--- src/verilog/mmio_pkg.sv ---
package mmio_pkg;
	// Special function register addresses
	localparam logic [7:0] ADDR_PORT0_DATA   = 8'h80;
	localparam logic [7:0] ADDR_PORT1_DATA   = 8'h90;
	localparam logic [7:0] ADDR_PORT0_DRIVE  = 8'h91;
	localparam logic [7:0] ADDR_PORT2_DRIVE  = 8'h93;
	localparam logic [7:0] ADDR_PORT2_DATA   = 8'hA0;
	localparam logic [7:0] ADDR_P1_LOW_MODE  = 8'hA2;
	localparam logic [7:0] ADDR_P1_HIGH_MODE = 8'hA3;
	localparam logic [7:0] ADDR_P3_LOW_MODE  = 8'hA4;
	localparam logic [7:0] ADDR_P3_HIGH_MODE = 8'hA5;
	localparam logic [7:0] ADDR_ROUTING      = 8'hA6;
	localparam logic [7:0] ADDR_PORT3_DATA   = 8'hB0;
	localparam logic [7:0] ADDR_P4_LOW_MODE  = 8'hB4;
	localparam logic [7:0] ADDR_P4_HIGH_MODE = 8'hB5;
	localparam logic [7:0] ADDR_SERIAL_A     = 8'hBC;
	localparam logic [7:0] ADDR_PORT5_DATA   = 8'hC0;
	localparam logic [7:0] ADDR_USB          = 8'hC1;
	localparam logic [7:0] ADDR_PORT4_DATA   = 8'hE8;
	// Reset values
	localparam logic [7:0] RST_DATA  = 8'hFF;
	localparam logic [7:0] RST_ZERO  = 8'h00;
	localparam logic [7:0] RST_PORT5 = 8'h01;
	// Field positions in the routing register
	localparam int BIT_P5_DRIVE = 7;
	localparam int BIT_PWM0_POS = 6;
	localparam int BIT_PWM0_NEG = 5;
	localparam int BIT_T2_OUT   = 4;
	localparam int BIT_T0_OUT   = 3;
	localparam int BIT_PWM1_A   = 2;
	localparam int BIT_PWM1_B   = 1;
	localparam int BIT_PWM1_C   = 0;
	// Other control bit positions
	localparam int BIT_SS_DISABLE = 3;
	localparam int BIT_USB_ENABLE = 7;
	// Pin positions of routed signals
	localparam int PIN_T2_OUT  = 0;
	localparam int PIN_USB_DP  = 2;
	localparam int PIN_USB_DM  = 3;
	localparam int PIN_PWM0_P  = 4;
	localparam int PIN_PWM1_A  = 5;
	localparam int PIN_T0_OUT  = 4;
	localparam int PIN_WEAK_HI = 2;
	// Timer output division ratios
	localparam int T0_DIVIDE = 64;
	localparam int T2_DIVIDE = 2;
	// Strong high kick length in clocks (1 to 2 allowed)
	localparam int KICK_CYCLES = 2;
	// Pin mode encoding
	typedef enum logic [1:0] {
		MMIO_MODE_PULLUP = 2'h0,
		MMIO_MODE_OPEN   = 2'h1,
		MMIO_MODE_PUSH   = 2'h2,
		MMIO_MODE_ALT    = 2'h3
	} mmio_mode_e;
endpackage : mmio_pkg

--- src/verilog/mmio_clkdiv.sv ---
`timescale 1ns/1ps
`default_nettype none
// Toggles output every DIV/2 overflow pulses, giving overflow divided by DIV
module mmio_clkdiv #(
	parameter int DIV = 2
) (
	// Clock and reset
	input  wire logic mclk,
	input  wire logic reset_n,
	// Overflow pulse in, divided clock out
	input  wire logic ovf_pulse,
	output logic      div_out
);
	localparam int HALF = DIV / 2;
	localparam int CW   = (HALF > 1) ? $clog2(HALF) : 1;
	localparam logic [CW-1:0] LAST = CW'(HALF - 1);

	// Odd or tiny ratios cannot be built from a single toggle flop
	if (DIV < 2 || (DIV % 2) != 0) begin : g_bad_div
		$error("mmio_clkdiv: DIV must be even and >= 2");
	end

	logic [CW-1:0] cnt_q; // Overflows since last toggle

	// Count overflows, toggle at half period
	always_ff @(posedge mclk or negedge reset_n) begin
		if (!reset_n) begin
			cnt_q   <= '0;
			div_out <= 1'b0;
		end else if (ovf_pulse) begin
			if (cnt_q == LAST) begin
				cnt_q   <= '0;
				div_out <= ~div_out;
			end else begin
				cnt_q <= cnt_q + CW'(1);
			end
		end
	end
endmodule // mmio_clkdiv
`default_nettype wire

--- src/verilog/mmio_pin.sv ---
`timescale 1ns/1ps
`default_nettype none
// Pad control for one mode-selectable pin of Port1, Port3 or Port4
module mmio_pin #(
	parameter bit WEAK_KICK = 1'b0 // Pin has the pseudo open drain kick
) (
	// Clock and reset
	input  wire logic       mclk,
	input  wire logic       reset_n,
	// Control
	input  wire logic [1:0] mode,
	input  wire logic       data_bit,
	input  wire logic       route_en,   // Routed internal signal active
	input  wire logic       route_val,
	input  wire logic       usb_take,   // USB owns the pad
	// Pad controls
	output logic            pin_o,
	output logic            pin_oe,
	output logic            pull_up,
	output logic            in_en
);
	logic drive_val;    // Value seen by the driver
	logic kick_need;
	logic prev_q;       // Last driven value for edge detect
	logic [1:0] kick_q; // Remaining strong-high cycles

	// Routed signal replaces the data bit
	assign drive_val = route_en ? route_val : data_bit;

	// Low-to-high on a weak pin starts the strong kick
	assign kick_need = WEAK_KICK && !prev_q && drive_val &&
		(mode == mmio_pkg::MMIO_MODE_PULLUP || mode == mmio_pkg::MMIO_MODE_OPEN);

	// Kick counter; the edge cycle itself is the first strong cycle, so the
	// total never exceeds KICK_CYCLES
	always_ff @(posedge mclk or negedge reset_n) begin
		if (!reset_n) begin
			prev_q <= 1'b1;
			kick_q <= 2'h0;
		end else begin
			prev_q <= drive_val;
			if (kick_need)
				kick_q <= 2'(mmio_pkg::KICK_CYCLES - 1);
			else if (kick_q != 2'h0)
				kick_q <= kick_q - 2'h1;
		end
	end

	// Pad decode per mode
	always_comb begin
		pin_o   = 1'b0;
		pin_oe  = 1'b0;
		pull_up = 1'b0;
		in_en   = 1'b0;
		if (usb_take) begin
			// USB transceiver owns it; port logic hands off
			in_en = 1'b0;
		end else begin
			case (mode)
				mmio_pkg::MMIO_MODE_PULLUP: begin
					pin_oe  = !drive_val || kick_need || kick_q != 2'h0;
					pin_o   = drive_val;
					pull_up = drive_val;
					in_en   = drive_val;
				end
				mmio_pkg::MMIO_MODE_OPEN: begin
					// Plain open drain only gets the kick on weak pins
					pin_oe = !drive_val || kick_need || kick_q != 2'h0;
					pin_o  = drive_val;
					in_en  = drive_val;
				end
				mmio_pkg::MMIO_MODE_PUSH: begin
					pin_oe = 1'b1;
					pin_o  = drive_val;
				end
				mmio_pkg::MMIO_MODE_ALT: begin
					pin_oe = 1'b0;
				end
				default: begin
					pin_oe = 1'b0;
				end
			endcase
		end
	end
endmodule // mmio_pin
`default_nettype wire

--- src/verilog/mmio_port_mux.sv ---
`timescale 1ns/1ps
`default_nettype none
// Port data, mode and routing registers on the SFR bus, plus pad control
module mmio_port_mux (
	// Clock and reset
	input  wire logic        mclk,
	input  wire logic        reset_n,
	// SFR bus from the CPU
	input  wire logic [7:0]  sfr_addr,
	input  wire logic        sfr_wr,
	input  wire logic [7:0]  sfr_wdata,
	input  wire logic        sfr_rd,
	input  wire logic        sfr_rmw,    // Read is a read-modify-write operand
	output logic      [7:0]  sfr_rdata,
	output logic             sfr_hit,    // Address belongs to this block
	// Internal signals to route
	input  wire logic        timer0_ovf,
	input  wire logic        timer2_ovf,
	input  wire logic        pwm0_positive_output,
	input  wire logic        pwm0_negative_output,
	input  wire logic [2:0]  pwm1_out,   // Channels C,B,A in bits 2,1,0
	// Status to other blocks
	output logic             usb_pins_enable,
	output logic             spi_chip_select_input,
	output logic             spi_cs_active,
	output logic      [6:0]  usb_function_address,
	// Mode-selectable pins, index 0..7 per port
	input  wire logic [7:0]  p1_i,
	output logic      [7:0]  p1_o,
	output logic      [7:0]  p1_oe,
	output logic      [7:0]  p1_pu,
	input  wire logic [7:0]  p3_i,
	output logic      [7:0]  p3_o,
	output logic      [7:0]  p3_oe,
	output logic      [7:0]  p3_pu,
	input  wire logic [7:0]  p4_i,
	output logic      [7:0]  p4_o,
	output logic      [7:0]  p4_oe,
	output logic      [7:0]  p4_pu,
	// Direction-controlled pins
	input  wire logic [7:0]  p0_i,
	output logic      [7:0]  p0_o,
	output logic      [7:0]  p0_oe,
	output logic      [7:0]  p0_pu,
	input  wire logic [7:0]  p2_i,
	output logic      [7:0]  p2_o,
	output logic      [7:0]  p2_oe,
	output logic      [7:0]  p2_pu,
	input  wire logic        p5_i,
	output logic             p5_o,
	output logic             p5_oe,
	output logic             p5_pu
);
	// Software-visible registers
	logic [7:0]  p0_data_q, p1_data_q, p2_data_q, p3_data_q, p4_data_q;
	logic        p5_data_q;
	logic [7:0]  p0_drv_q, p2_drv_q;       // Direction, one is output
	logic [15:0] p1_mode_q, p3_mode_q, p4_mode_q; // Two bits per pin
	logic [7:0]  route_q;                  // Output routing bits
	logic [7:0]  spi_ctl_q;                // Serial A control
	logic [7:0]  usb_q;                    // USB enable and address
	// Synchronised pin levels (first stage read only by second)
	logic [40:0] pin_meta_q, pin_sync_q;
	// Divided timer clocks
	logic t0_clk, t2_clk;
	// Per-pin input enables from pad decode
	logic [7:0] p1_in_en, p3_in_en, p4_in_en;

	// Decode write strobe for one address
	function automatic logic wr_hit(input logic [7:0] a);
		return sfr_wr && sfr_addr == a;
	endfunction

	// Port data registers; the CPU writes whole bytes, bit ops are done by the CPU core
	always_ff @(posedge mclk or negedge reset_n) begin
		if (!reset_n) begin
			p0_data_q <= mmio_pkg::RST_DATA;
			p1_data_q <= mmio_pkg::RST_DATA;
			p2_data_q <= mmio_pkg::RST_DATA;
			p3_data_q <= mmio_pkg::RST_DATA;
			p4_data_q <= mmio_pkg::RST_DATA;
			p5_data_q <= mmio_pkg::RST_PORT5[0];
		end else begin
			if (wr_hit(mmio_pkg::ADDR_PORT0_DATA)) p0_data_q <= sfr_wdata;
			if (wr_hit(mmio_pkg::ADDR_PORT1_DATA)) p1_data_q <= sfr_wdata;
			if (wr_hit(mmio_pkg::ADDR_PORT2_DATA)) p2_data_q <= sfr_wdata;
			if (wr_hit(mmio_pkg::ADDR_PORT3_DATA)) p3_data_q <= sfr_wdata;
			if (wr_hit(mmio_pkg::ADDR_PORT4_DATA)) p4_data_q <= sfr_wdata;
			if (wr_hit(mmio_pkg::ADDR_PORT5_DATA)) p5_data_q <= sfr_wdata[0];
		end
	end

	// Direction registers, every pin starts as input
	always_ff @(posedge mclk or negedge reset_n) begin
		if (!reset_n) begin
			p0_drv_q <= mmio_pkg::RST_ZERO;
			p2_drv_q <= mmio_pkg::RST_ZERO;
		end else begin
			if (wr_hit(mmio_pkg::ADDR_PORT0_DRIVE)) p0_drv_q <= sfr_wdata;
			if (wr_hit(mmio_pkg::ADDR_PORT2_DRIVE)) p2_drv_q <= sfr_wdata;
		end
	end

	// Mode registers, low register holds pins 3..0, high holds 7..4
	always_ff @(posedge mclk or negedge reset_n) begin
		if (!reset_n) begin
			p1_mode_q <= {mmio_pkg::RST_ZERO, mmio_pkg::RST_ZERO};
			p3_mode_q <= {mmio_pkg::RST_ZERO, mmio_pkg::RST_ZERO};
			p4_mode_q <= {mmio_pkg::RST_ZERO, mmio_pkg::RST_ZERO};
		end else begin
			if (wr_hit(mmio_pkg::ADDR_P1_LOW_MODE))  p1_mode_q[7:0]  <= sfr_wdata;
			if (wr_hit(mmio_pkg::ADDR_P1_HIGH_MODE)) p1_mode_q[15:8] <= sfr_wdata;
			if (wr_hit(mmio_pkg::ADDR_P3_LOW_MODE))  p3_mode_q[7:0]  <= sfr_wdata;
			if (wr_hit(mmio_pkg::ADDR_P3_HIGH_MODE)) p3_mode_q[15:8] <= sfr_wdata;
			if (wr_hit(mmio_pkg::ADDR_P4_LOW_MODE))  p4_mode_q[7:0]  <= sfr_wdata;
			if (wr_hit(mmio_pkg::ADDR_P4_HIGH_MODE)) p4_mode_q[15:8] <= sfr_wdata;
		end
	end

	// Routing, serial control and USB registers
	always_ff @(posedge mclk or negedge reset_n) begin
		if (!reset_n) begin
			route_q   <= mmio_pkg::RST_ZERO;
			spi_ctl_q <= mmio_pkg::RST_ZERO;
			usb_q     <= mmio_pkg::RST_ZERO;
		end else begin
			if (wr_hit(mmio_pkg::ADDR_ROUTING))   route_q   <= sfr_wdata;
			if (wr_hit(mmio_pkg::ADDR_SERIAL_A))  spi_ctl_q <= sfr_wdata;
			if (wr_hit(mmio_pkg::ADDR_USB))       usb_q     <= sfr_wdata;
		end
	end

	// Two-flop synchroniser on every pin level
	always_ff @(posedge mclk or negedge reset_n) begin
		if (!reset_n) begin
			pin_meta_q <= '1;
			pin_sync_q <= '1;
		end else begin
			pin_meta_q <= {p5_i, p4_i, p3_i, p2_i, p1_i, p0_i};
			pin_sync_q <= pin_meta_q;
		end
	end

	// Timer clock outputs
	mmio_clkdiv #(.DIV(mmio_pkg::T0_DIVIDE)) u_t0_div (
		.mclk      (mclk),
		.reset_n   (reset_n),
		.ovf_pulse (timer0_ovf),
		.div_out   (t0_clk)
	);
	mmio_clkdiv #(.DIV(mmio_pkg::T2_DIVIDE)) u_t2_div (
		.mclk      (mclk),
		.reset_n   (reset_n),
		.ovf_pulse (timer2_ovf),
		.div_out   (t2_clk)
	);

	// Port1 pins: timer2, PWM0 positive, PWM1 A/B/C and USB pair
	generate
		for (genvar n = 0; n < 8; n++) begin : g_p1
			logic ren, rval;
			if (n == mmio_pkg::PIN_T2_OUT) begin : g_t2
				assign ren  = route_q[mmio_pkg::BIT_T2_OUT];
				assign rval = t2_clk;
			end else if (n == mmio_pkg::PIN_PWM0_P) begin : g_pwm0
				assign ren  = route_q[mmio_pkg::BIT_PWM0_POS];
				assign rval = pwm0_positive_output;
			end else if (n >= mmio_pkg::PIN_PWM1_A) begin : g_pwm1
				// Channel A on pin 5 uses bit 2, C on pin 7 uses bit 0
				assign ren  = route_q[mmio_pkg::BIT_PWM1_A - (n - mmio_pkg::PIN_PWM1_A)];
				assign rval = pwm1_out[n - mmio_pkg::PIN_PWM1_A];
			end else begin : g_none
				assign ren  = 1'b0;
				assign rval = 1'b0;
			end
			mmio_pin #(.WEAK_KICK(1'b0)) u_pin (
				.mclk      (mclk),
				.reset_n   (reset_n),
				.mode      (p1_mode_q[2*n +: 2]),
				.data_bit  (p1_data_q[n]),
				.route_en  (ren),
				.route_val (rval),
				.usb_take  (usb_pins_enable && (n == mmio_pkg::PIN_USB_DP ||
					n == mmio_pkg::PIN_USB_DM)),
				.pin_o     (p1_o[n]),
				.pin_oe    (p1_oe[n]),
				.pull_up   (p1_pu[n]),
				.in_en     (p1_in_en[n])
			);
		end
	endgenerate

	// Port3 pins: pins 0..2 weak pull-up kick, pin 4 timer0 clock
	generate
		for (genvar n = 0; n < 8; n++) begin : g_p3
			mmio_pin #(.WEAK_KICK(n <= mmio_pkg::PIN_WEAK_HI)) u_pin (
				.mclk      (mclk),
				.reset_n   (reset_n),
				.mode      (p3_mode_q[2*n +: 2]),
				.data_bit  (p3_data_q[n]),
				.route_en  ((n == mmio_pkg::PIN_T0_OUT) &&
					route_q[mmio_pkg::BIT_T0_OUT]),
				.route_val (t0_clk),
				.usb_take  (1'b0),
				.pin_o     (p3_o[n]),
				.pin_oe    (p3_oe[n]),
				.pull_up   (p3_pu[n]),
				.in_en     (p3_in_en[n])
			);
		end
	endgenerate

	// Port4 pins: plain port function
	generate
		for (genvar n = 0; n < 8; n++) begin : g_p4
			mmio_pin #(.WEAK_KICK(1'b0)) u_pin (
				.mclk      (mclk),
				.reset_n   (reset_n),
				.mode      (p4_mode_q[2*n +: 2]),
				.data_bit  (p4_data_q[n]),
				.route_en  (1'b0),
				.route_val (1'b0),
				.usb_take  (1'b0),
				.pin_o     (p4_o[n]),
				.pin_oe    (p4_oe[n]),
				.pull_up   (p4_pu[n]),
				.in_en     (p4_in_en[n])
			);
		end
	endgenerate

	// Port0/Port2: drive-enable one pushes data, zero senses with optional pull-up
	always_comb begin
		p0_oe = p0_drv_q;
		p0_o  = p0_data_q;
		p0_pu = ~p0_drv_q & p0_data_q;
		p2_oe = p2_drv_q;
		p2_o  = p2_data_q;
		p2_pu = ~p2_drv_q & p2_data_q;
	end

	// P5.0: PWM0 negative takes priority over the port data when routed
	always_comb begin
		if (route_q[mmio_pkg::BIT_PWM0_NEG]) begin
			p5_oe = 1'b1;
			p5_o  = pwm0_negative_output;
			p5_pu = 1'b0;
		end else begin
			p5_oe = route_q[mmio_pkg::BIT_P5_DRIVE];
			p5_o  = p5_data_q;
			p5_pu = !route_q[mmio_pkg::BIT_P5_DRIVE] && p5_data_q;
		end
	end

	// Chip-select input follows the synchronised P3.4 level while enabled
	assign spi_cs_active = !spi_ctl_q[mmio_pkg::BIT_SS_DISABLE];
	assign spi_chip_select_input = spi_cs_active ?
		pin_sync_q[24 + mmio_pkg::PIN_T0_OUT] : 1'b1;
	assign usb_pins_enable      = usb_q[mmio_pkg::BIT_USB_ENABLE];
	assign usb_function_address = usb_q[6:0];

	// Address hit decode
	always_comb begin
		case (sfr_addr)
			mmio_pkg::ADDR_PORT0_DATA, mmio_pkg::ADDR_PORT1_DATA,
			mmio_pkg::ADDR_PORT0_DRIVE, mmio_pkg::ADDR_PORT2_DRIVE,
			mmio_pkg::ADDR_PORT2_DATA, mmio_pkg::ADDR_P1_LOW_MODE,
			mmio_pkg::ADDR_P1_HIGH_MODE, mmio_pkg::ADDR_P3_LOW_MODE,
			mmio_pkg::ADDR_P3_HIGH_MODE, mmio_pkg::ADDR_ROUTING,
			mmio_pkg::ADDR_PORT3_DATA, mmio_pkg::ADDR_P4_LOW_MODE,
			mmio_pkg::ADDR_P4_HIGH_MODE, mmio_pkg::ADDR_SERIAL_A,
			mmio_pkg::ADDR_PORT5_DATA, mmio_pkg::ADDR_USB,
			mmio_pkg::ADDR_PORT4_DATA: sfr_hit = 1'b1;
			default: sfr_hit = 1'b0;
		endcase
	end

	// Read data registered; port reads pick latch or pin by the operand flag
	always_ff @(posedge mclk or negedge reset_n) begin
		if (!reset_n) begin
			sfr_rdata <= mmio_pkg::RST_ZERO;
		end else if (sfr_rd) begin
			case (sfr_addr)
				mmio_pkg::ADDR_PORT0_DATA:
					sfr_rdata <= sfr_rmw ? p0_data_q : pin_sync_q[7:0];
				mmio_pkg::ADDR_PORT1_DATA:
					sfr_rdata <= sfr_rmw ? p1_data_q : pin_sync_q[15:8];
				mmio_pkg::ADDR_PORT2_DATA:
					sfr_rdata <= sfr_rmw ? p2_data_q : pin_sync_q[23:16];
				mmio_pkg::ADDR_PORT3_DATA:
					sfr_rdata <= sfr_rmw ? p3_data_q : pin_sync_q[31:24];
				mmio_pkg::ADDR_PORT4_DATA:
					sfr_rdata <= sfr_rmw ? p4_data_q : pin_sync_q[39:32];
				mmio_pkg::ADDR_PORT5_DATA:
					sfr_rdata <= {7'h00, sfr_rmw ? p5_data_q : pin_sync_q[40]};
				mmio_pkg::ADDR_PORT0_DRIVE:  sfr_rdata <= p0_drv_q;
				mmio_pkg::ADDR_PORT2_DRIVE:  sfr_rdata <= p2_drv_q;
				mmio_pkg::ADDR_P1_LOW_MODE:  sfr_rdata <= p1_mode_q[7:0];
				mmio_pkg::ADDR_P1_HIGH_MODE: sfr_rdata <= p1_mode_q[15:8];
				mmio_pkg::ADDR_P3_LOW_MODE:  sfr_rdata <= p3_mode_q[7:0];
				mmio_pkg::ADDR_P3_HIGH_MODE: sfr_rdata <= p3_mode_q[15:8];
				mmio_pkg::ADDR_P4_LOW_MODE:  sfr_rdata <= p4_mode_q[7:0];
				mmio_pkg::ADDR_P4_HIGH_MODE: sfr_rdata <= p4_mode_q[15:8];
				mmio_pkg::ADDR_ROUTING:      sfr_rdata <= route_q;
				mmio_pkg::ADDR_SERIAL_A:     sfr_rdata <= spi_ctl_q;
				mmio_pkg::ADDR_USB:          sfr_rdata <= usb_q;
				default:                     sfr_rdata <= mmio_pkg::RST_ZERO;
			endcase
		end
	end
endmodule // mmio_port_mux
`default_nettype wire

--- config.mk ---
export PLATFORM = sky130hd
export DESIGN_NAME = mmio_port_mux
export DESIGN_NICKNAME = d
export VERILOG_FILES = /design/src/verilog/mmio_pkg.sv /design/src/verilog/mmio_clkdiv.sv /design/src/verilog/mmio_pin.sv /design/src/verilog/mmio_port_mux.sv
export SDC_FILE = /design/constraint.sdc
export NUM_CORES = 1
export LEC_CHECK = 0
export BUFFER_PORTS_ARGS = -buffer_cell sky130_fd_sc_hd__buf_2
export CAP_MARGIN = 20
export CORE_UTILIZATION = 57
export CTS_CLUSTER_DIAMETER = 200
export DETAILED_ROUTE_END_ITERATION = 6
export PLACE_DENSITY_LB_ADDON = 0.05
export SETUP_SLACK_MARGIN = 0.2
export SLEW_MARGIN = 25
export SYNTH_ARGS = -nofsm -noshare
export SYNTH_HDL_FRONTEND = slang
export SYNTH_HIERARCHICAL = 1
export SYNTH_SLANG_ARGS = --single-unit
export TNS_END_PERCENT = 20
--- constraint.sdc ---
create_clock -name mclk -period 2.3 [get_ports mclk]
set_clock_uncertainty 0.2 [all_clocks]
set_input_delay 0.46 -clock mclk [delete_from_list [all_inputs] [get_ports mclk]]
set_output_delay 0.46 -clock mclk [all_outputs]
set_load 0.1 [all_outputs]
==> flow_metrics.tcl, run 1 <==
set metrics [dict create \
    fin_crit_sh_pct 111.6 \
    post-route-drc-count 0 \
    die_h_um 153.0 \
    critPathKind "reg2out" \
    grt_usage_pct 41.68 \
    switching_share_pct 34.13 \
    holdWs_ns 0.03373 \
    worstHoldEndpoint "u_t0_div/cnt_q[2]" \
    violations "negative setup slack" \
    maxCapViolations 0 \
    worst_pin_slew_ns 0.6496 \
    regToRegSetupSlack_ns 0.01 \
    grt_overflow_total 0 \
    cts_tree "done" \
    clock.fmax_mhz 389.6 \
    min_path_cells 2 \
    syn_area_sq_um 13000 \
    syn_inst 1040 \
    min_from "timer0_ovf" \
    drt_pass1_iterations 6 \
    wire_per_inst_um 30.97 \
    first_global_vias 12200 \
    vias 12390 \
    yosysWarnings 6 \
    antenna_left 0 \
    grt_antenna_before_repair 1 \
    crit_fanout 3 \
    r2r_cells 7 \
    ioPinCount 211 \
    pwr-share-clk_pct 34.0 \
    setup_violations 60 \
    hold_viol 0 \
    h-tree-depth 1 \
    drtIter0Drc 1478 \
    nNetsFinal 1641 \
    pwr-share-comb_pct 27.0 \
    grt_pass1_wl_mm 73.14 \
    fill_cells 631 \
    start_kind "flop" \
    cts_buffers 29 \
    drv_slew 0 \
    reg2reg_to "sfr_rdata[2]" \
    area_delta_synth_final_pct 58.25 \
    maxSlewHeadroom_pct 56.69 \
    die_area_sq_um 23410 \
    critical_path_required_ns 1.64 \
    r2r_start "p1_data_q[2]" \
    intPower_mw 9.681 \
    timing.final.ws_setup_ns -0.2669 \
    routabilityCongestion 0.9343 \
    vias_per_cell 6.695 \
    rows 54 \
    final_core_util_pct 93.11 \
    die_w_um 153.0 \
    pwr-share-seq_pct 38.9 \
    cp.arrival_ns 1.91 \
    cts-root-buf "clkbuf_16" \
    hp-class "in2reg" \
    avgSynthCellArea_sq_um 12.50 \
    ir_worst_vdd_mv 0.7109 \
    clkSlewWorstSetupHoldPaths_ns 0.07 \
    cts_sinks 277 \
    setup.worst_path.start "p1_data_q[4]" \
    cp-end-kind "primary output" \
    start_util_pct 58.83 \
    clock_path_buffers 3 \
    grt_start_max_net_pins 56 \
    rsz0062_at_grt "true" \
    switchingPower_mw 5.016 \
    numPortBuffers 210 \
    leakage_nw 9.234 \
    routed_wirelength_mm 57.32 \
    status "complete, but fails checks" \
    dp.final_hpwl_mm 28.85 \
    insertion_delay_ns 0.57 \
    post-route-min-period_ns 2.567 \
    drive_above_1_share_pct 63.10 \
    setup_tns_ns -5.587 \
    pwr_density_cell_nw_per_um2 714.4 \
    core_area_sq_um 22090 \
]
## metal layers
| metal | vias to the layer above | share of wire (%) | track usage (%) |
|---|---|---|---|
| met5 | - | 0 | 0 |
| li1 | 4687 | - | - |
| met3 | 447 | 11 | 10.32 |
| met4 | 0 | 8.9 | 20.83 |
| met2 | 1217 | 47 | 70.99 |
| met1 | 6041 | 32 | 49.34 |
## what timing repair did
item | CTS | global route
gates resized for setup | 352 | 107
endpoints found under the hold margin | 77 | 0
buffers inserted | 29 | 47
pin swaps | 60 | 36
endpoints found under the setup margin | 128 | 116
hold buffers | 43 | 0
## metrics by stage
stage | worst slack (ns) | area [sq um] | total power [mW] | instances
global placement | -0.2690 | 16860 | 8.679 | 1676
global route | -0.3005 | 20570 | 14.95 | 1850
finish | -0.2669 | 20570 | 14.70 | 1851
floorplan | -0.2018 | 13750 | 7.721 | 1112
CTS | -0.2276 | 19820 | 13.92 | 1802
detailed placement | -0.2810 | 16860 | 8.762 | 1676
## worst max-delay path, stage by stage (launching register included)
cell and delay (ns):
dfstp_2 0.59, mux2i_2 0.10, buf_4 0.17, o31a_1 0.29, buf_12 0.19
## cell type report
type / count / area (sq um) / share of cell area, %
sequential: 277 / 7146 / 34.74
multi-input combinational: 714 / 7082 / 34.43
timing repair buffer: 443 / 4683 / 22.77
clock buffer: 43 / 912.1 / 4.434
tap: 280 / 350.3 / 1.703
inverter: 81 / 304.0 / 1.478
clock inverter: 11 / 88.84 / 0.4318
antenna: 2 / 5.005 / 0.02433
## state kept, by name (all words and copies together), names as in the netlist, 16 cells and up
signal and flops:
pin_meta_q 41, pin_sync_q 41, g_p1.u_pin/kick_q 16, g_p3.u_pin/kick_q 16
g_p4.u_pin/kick_q 16, p1_mode_q 16, p3_mode_q 16, p4_mode_q 16
## power groups by stage
stage / Clock (mW) / Combinational, mW / Sequential (mW)
6_report: 5.00 / 3.98 / 5.72
3_3_place_gp: 0 / 3.04 / 5.64
5_1_grt: 5.16 / 4.07 / 5.72
3_5_place_dp: 0 / 3.10 / 5.66
4_1_cts: 4.83 / 3.48 / 5.62
2_1_floorplan: 0 / 1.87 / 5.85
## cell usage in the layout (no fill, tap or decap), drive strengths merged, types with 29 or more instances in the layout
master and n:
a21oi 32, buf 397, clkbuf 46, conb 73
dfrtp 151, dfstp 126, dlygate4sd3 43, inv 83
mux2 145, mux2i 66, nand2 38, nor2b 46
o21ai 29
## worst max path at each step
stage                        end  cells after the start  slack [ns]
detailed placement  sfr_rdata[7]                      7       -0.28
global placement         sfr_hit                      6       -0.27
floorplan                sfr_hit                      5       -0.20
global route            p1_oe[4]                      5       -0.30
CTS                     p1_oe[4]                      4       -0.23
finish                  p1_oe[4]                      4       -0.27
Note: power is estimated with default switching activity, not from simulation.
==> inputs of run 2 (changes only) <==
--- a/config.mk
+++ b/config.mk
@@ -7,10 +7,13 @@
 export LEC_CHECK = 0
 export BUFFER_PORTS_ARGS = -buffer_cell sky130_fd_sc_hd__buf_2
 export CAP_MARGIN = 20
-export CORE_UTILIZATION = 57
+export CELL_PAD_IN_SITES_DETAIL_PLACEMENT = 1
+export CELL_PAD_IN_SITES_GLOBAL_PLACEMENT = 1
+export CORE_UTILIZATION = 46
 export CTS_CLUSTER_DIAMETER = 200
 export DETAILED_ROUTE_END_ITERATION = 6
 export PLACE_DENSITY_LB_ADDON = 0.05
+export REMOVE_ABC_BUFFERS = 1
 export SETUP_SLACK_MARGIN = 0.2
 export SLEW_MARGIN = 25
 export SYNTH_ARGS = -nofsm -noshare
==> run 2 against run 1 <==
Power up 3.9%. The flow still finishes with violations (negative setup slack). Combinational power grew 4%. Non-clock buffer count decreased by 16. Flip-flop and latch count stayed put. Setup slack worse by 0.085 ns. Global-route usage decreased by 3.2 points. Sequential share of layout area down 0.079 points. Via count decreased by 0.54%. Count of clock-buffer cells in the layout fell by 3. Core utilization shrank 19 points. First-iteration DRC count is 3.2% lower. Final cell count up 4.5%.
==> flow_metrics.tcl, run 2 (synthesized netlist as in run 1, its figures left out) <==
set metrics [dict create \
    final_core_util_pct 74.15 \
    crit_chain "mux2i_4, nor4_4, buf_12" \
    vias 12330 \
    leakage_nw 9.144 \
    nNetsFinal 1626 \
    antenna_left 0 \
    post-route-min-period_ns 2.652 \
    maxCapViolations 0 \
    rows 61 \
    wire_per_inst_um 35.86 \
    critical_path_required_ns 1.64 \
    cts_sinks 277 \
    cp.arrival_ns 1.99 \
    multiInputGateArea_sq_um 7048 \
    grt_start_max_net_pins 69 \
    crit_fanout 3 \
    place_ws_ns -0.3265 \
    power_mw 15.28 \
    grt_antenna_before_repair 2 \
    start_util_pct 46.79 \
    pwr_density_cell_nw_per_um2 741.6 \
    final_cell_mix "buf_4, mux2_2, dfstp_2, dfrtp_1, buf_12" \
    first_global_vias 12540 \
    start_kind "flop" \
    max_stage_delay_ns 0.58 \
    ioPinCount 211 \
    grt_usage_pct 38.50 \
    drv_slew 0 \
    ir_worst_vdd_mv 0.9694 \
    rsz0062_at_grt "true" \
    hold_viol 0 \
    die_area_sq_um 28930 \
    r2r_cells 5 \
    clkSlewWorstSetupHoldPaths_ns 0.07 \
    area_delta_synth_final_pct 58.48 \
    reg2reg_to "sfr_rdata[5]" \
    clock_path_buffers 3 \
    cts-root-buf "clkbuf_16" \
    min_from "pin_meta_q[3]" \
    layout_commonest_cell "buf_4" \
    grt_pass1_wl_mm 81.56 \
    insertion_delay_ns 0.62 \
    routabilityCongestion 0.8810 \
    dp.final_hpwl_mm 31.09 \
    regArea_sq_um 7139 \
    violations "negative setup slack" \
    vias_per_cell 6.373 \
    cts_tree "done" \
    regToRegSetupSlack_ns -0.13 \
    critPathKind "reg2out" \
    status "complete, but fails checks" \
    drtIter0Drc 1430 \
    setup_violations 75 \
    r2r_start "p1_data_q[5]" \
    cp-end-kind "primary output" \
    clock.fmax_mhz 377.1 \
    fin_crit_sh_pct 115.3 \
    post-route-drc-count 0 \
    h-tree-depth 1 \
    fill_cells 2501 \
    die_w_um 170.1 \
    core_area_sq_um 27780 \
    routed_wirelength_mm 69.35 \
    cts_buffers 30 \
    min_path_cells 0 \
    worst_pin_slew_ns 1.010 \
    critPathTopFamily "flip-flops" \
    hp-class "reg2reg" \
    worstHoldEndpoint "pin_sync_q[3]" \
    cp_num_buf_inv 1 \
    reg.largest.list "pin_meta_q: 41 flops, pin_sync_q: 41 flops" \
    grt_overflow_total 0 \
    maxSlewHeadroom_pct 32.03 \
    slowest_stage "dfstp_2" \
    drive_above_1_share_pct 62.19 \
    timing.final.ws_setup_ns -0.3518 \
    die_h_um 170.1 \
    numPortBuffers 210 \
    drt_pass1_iterations 7 \
]
[run 2: cell types whose count changed in the layout (fill, tap and decap cells not counted), moves of 3 or more]
cell / delta
nor2b_4: -4
buf_8: +3
clkinvlp_4: +3
dfrtp_1: +3
buf_12: -3
buf_2: -8
buf_4: -14
nor2b_1: +3
buf_6: +5
[run 2: timing repair]
action / in CTS / in global routing
setup endpoints to repair: 137 / 117
endpoints found under the hold margin: 169 / 0
pin swaps: 27 / 30
hold buffers: 44 / 0
resized for setup: 415 / 160
buffers inserted: 18 / 43
[run 2: report_power, final]
| part | internal (mW) | switching [mW] | total, mW |
|---|---|---|---|
| registers | 5.29 | 0.455 | 5.75 |
| logic | 1.54 | 2.61 | 4.14 |
| clock network | 2.96 | 2.43 | 5.39 |
[run 2: routing by layer]
metal / GRT usage (%) / up-vias / wire, um
met2: 66.98 / 1034 / 33160
met4: 18.14 / 2 / 6080
met1: 46.02 / 6214 / 23630
li1: - / 4652 / -
met5: 0 / - / 13
met3: 7.163 / 423 / 6468
[run 2: worst max path at each step]
| stage | from | endpoint | slack [ns] | cells after the start |
|---|---|---|---|---|
| floorplan | usb_q[7] | p1_pu[2] | -2.18 | 1 |
| global placement | sfr_addr[1] | sfr_rdata[7] | -0.34 | 8 |
| detailed placement | sfr_addr[1] | sfr_hit | -0.33 | 6 |
| CTS | p1_data_q[1] | p1_pu[1] | -0.20 | 3 |
| global route | p1_data_q[7] | p1_pu[7] | -0.31 | 3 |
| finish | p1_data_q[7] | p1_pu[7] | -0.35 | 3 |
[run 2: worst register-to-register path: stages, from the launching register on]
cell       delay, ns
dfstp_2         0.43
mux2i_1         0.55
o2bb2ai_1       0.29
a22oi_1         0.27
o221ai_1        0.17
o311a_1         0.39
[run 2: through the flow]
stage | std cells | setup TNS, ns | hold WS (ns) | area [sq um]
after floorplan | 1072 | -70.53 | -0.03559 | 13050
after global placement | 1772 | -6.504 | 0.1453 | 16430
after detailed placement | 1772 | -9.825 | 0.1475 | 16430
after CTS | 1890 | -6.369 | 0.1299 | 19640
after global routing | 1933 | -9.924 | 0.1527 | 20600
final | 1934 | -9.360 | 0.1514 | 20600
[run 2: area by class of cell]
type	instances	share of cell area, %
sequential	277	34.66
multi-input combinational	714	34.21
timing repair buffer	427	22.28
clock buffer	40	4.325
tap	378	2.296
inverter	81	1.488
clock inverter	16	0.7289
antenna	1	0.01215
==> inputs of run 3 (changes only) <==
--- a/config.mk
+++ b/config.mk
@@ -5,16 +5,17 @@
 export SDC_FILE = /design/constraint.sdc
 export NUM_CORES = 1
 export LEC_CHECK = 0
-export BUFFER_PORTS_ARGS = -buffer_cell sky130_fd_sc_hd__buf_2
 export CAP_MARGIN = 20
 export CELL_PAD_IN_SITES_DETAIL_PLACEMENT = 1
 export CELL_PAD_IN_SITES_GLOBAL_PLACEMENT = 1
-export CORE_UTILIZATION = 46
+export CORE_UTILIZATION = 51
 export CTS_CLUSTER_DIAMETER = 200
 export DETAILED_ROUTE_END_ITERATION = 6
+export DONT_BUFFER_PORTS = 1
 export PLACE_DENSITY_LB_ADDON = 0.05
 export REMOVE_ABC_BUFFERS = 1
-export SETUP_SLACK_MARGIN = 0.2
+export SETUP_SLACK_MARGIN = 0.15
+export SKIP_LAST_GASP = 1
 export SLEW_MARGIN = 25
 export SYNTH_ARGS = -nofsm -noshare
 export SYNTH_HDL_FRONTEND = slang
==> run 3 against run 2 <==
The flow finishes with violations (negative hold slack, negative setup slack). Register-to-register slack better by 0.09 ns. Wire length is 17% lower. First-iteration DRC count is 25% lower. Sequential share of layout area is 3.6 points higher. Core utilization is 0.19 points lower. Largest cell class unchanged. Flip-flop and latch count stayed put. Setup slack better by 0.0074 ns. Sequential power is 1% lower. Critical endpoint is now p1_oe[0]. Design area is 9.8% lower. Non-clock buffer count is 166 lower. Via count is 11% lower. Global-route usage is 1.0 points higher.
==> flow_metrics.tcl, run 3 (synthesized netlist as in run 1, its figures left out) <==
set metrics [dict create \
    grt_overflow_total 0 \
    ir_worst_vdd_mv 0.8262 \
    numPortBuffers 0 \
    crit_fanout 3 \
    ioPinCount 211 \
    drt_pass1_iterations 5 \
    wire_per_inst_um 33.39 \
    first_global_vias 11570 \
    timing.final.ws_setup_ns -0.3445 \
    rows 58 \
    start_util_pct 51.77 \
    area_delta_synth_final_pct 42.87 \
    violations "negative hold slack, negative setup slack" \
    leakage_nw 8.247 \
    start_kind "flop" \
    antenna_left 0 \
    drive_above_1_share_pct 50.90 \
    layout_commonest_cell "mux2_2" \
    fill_cells 2243 \
    drv_slew 0 \
    grt_antenna_before_repair 2 \
    cp.arrival_ns 1.98 \
    routabilityCongestion 0.8712 \
    status "complete, but fails checks" \
    critical_path_required_ns 1.64 \
    hold_buffers 53 \
    cts_tree "done" \
    cts_sinks 277 \
    pwr_density_cell_nw_per_um2 762.6 \
    grt_pass1_wl_mm 75.98 \
    setup_violations 84 \
    routed_wirelength_mm 57.36 \
    wl_met2_mm 28.29 \
    nNetsFinal 1459 \
    worst_pin_slew_ns 1.120 \
    highest_layer "met5" \
    drtIter0Drc 1067 \
    hold_viol 277 \
    final_cell_mix "mux2_2, dfrtp_1, buf_4, dfstp_2, conb_1" \
    cp-end-kind "primary output" \
    met1Wirelength_mm 20.24 \
    clkSlewWorstSetupHoldPaths_ns 0.06 \
    post-route-min-period_ns 2.644 \
    maxCapViolations 0 \
    clock_path_buffers 3 \
    rsz0062_at_grt "true" \
    setup_tns_ns -12.66 \
    core_area_sq_um 25110 \
    h-tree-depth 1 \
    holdWs_ns -0.5980 \
    r2r_start "p1_data_q[2]" \
    dp.final_hpwl_mm 29.29 \
    cts_buffers 29 \
    hp-class "in2async" \
    die_h_um 161.7 \
    grt_usage_pct 39.50 \
    cts-root-buf "clkbuf_16" \
    setup.worst_path.start "route_q[4]" \
    vias 10970 \
    clock.fmax_mhz 378.2 \
    reg.largest.list "pin_meta_q: 41 flops, pin_sync_q: 41 flops" \
    wl_met3_mm 5.053 \
    die_area_sq_um 26130 \
    vias_per_cell 6.383 \
    insertion_delay_ns 0.58 \
    post-route-drc-count 0 \
    die_w_um 161.7 \
    critPathKind "reg2out" \
    maxSlewHeadroom_pct 25.06 \
    grt_start_max_net_pins 278 \
    fin_crit_sh_pct 115.0 \
]
[run 3: cell count changes in the layout (fill, tap and decap cells not counted), moves of 11 or more]
cell,change
inv_2,-28
a21oi_2,-11
buf_12,-55
nor2b_2,+28
buf_4,-40
nor2b_4,-26
a21oi_1,+15
buf_2,-61
buf_6,-34
dfrtp_2,-28
dfrtp_1,+28
buf_16,+20
inv_1,+29
[run 3: routing by layer]
| metal | track usage, % | vias to the layer above |
|---|---|---|
| met2 | 67.55 | 736 |
| li1 | - | 4324 |
| met4 | 20.15 | 2 |
| met5 | 0 | - |
| met1 | 45.82 | 5627 |
| met3 | 10.34 | 277 |
[run 3: worst max-delay path, stage by stage (launching register included)]
cell and delay, ns:
dfrtp_1 0.47, mux2i_1 0.31, buf_4 0.24, o31a_1 0.22
buf_12 0.19
[run 3: path summary, 6_finish.rpt]
kind,end,slack [ns],depth (start not counted)
worst max-delay path,p1_oe[0],-0.34,4
worst min-delay path,g_p4[6].u_pin/kick_q[0],-0.60,0
worst max register to register,sfr_rdata[2],-0.04,6
worst min register to register,pin_sync_q[4],0.16,0
max in group asynchronous,route_q[3],2.01,0
min in group mclk,sfr_rdata[2],0.02,2
[run 3: repair_timing]
item	CTS	global route
gates resized for setup	100	76
pin swaps	11	12
hold endpoints to repair	461	277
buffers inserted	13	25
endpoints found under the setup margin	94	98
[run 3: cell type report]
class,count,area [sq um],share of cell area [%]
flip-flops and latches,277,7104,38.25
repair buffers,261,3148,16.95
inverters,81,304.0,1.637
clock buffers,43,933.4,5.026
multi-input cells,714,6571,35.38
diodes,1,2.502,0.01347
clock inverters,11,95.09,0.5120
well taps,330,412.9,2.223
[run 3: through the flow]
stage          util [%]  worst slack [ns]  cell area, sq um  total power [mW]  instances
6_report          73.96           -0.3445             18570             14.16       1718
5_1_grt           73.95           -0.3710             18570             14.43       1717
4_1_cts           72.07           -0.1976             18100             13.66       1692
3_5_place_dp      63.44          -0.02002             15930             8.402       1572
3_3_place_gp      63.44          -0.02550             15930             8.294       1572
2_1_floorplan         -            -2.184             13050             7.514       1072
[run 3: report_power, final]
group          internal [mW]  switching [mW]  total [mW]
Sequential              5.29           0.376        5.67
Combinational           1.20            2.15        3.35
Clock                   2.93            2.21        5.14
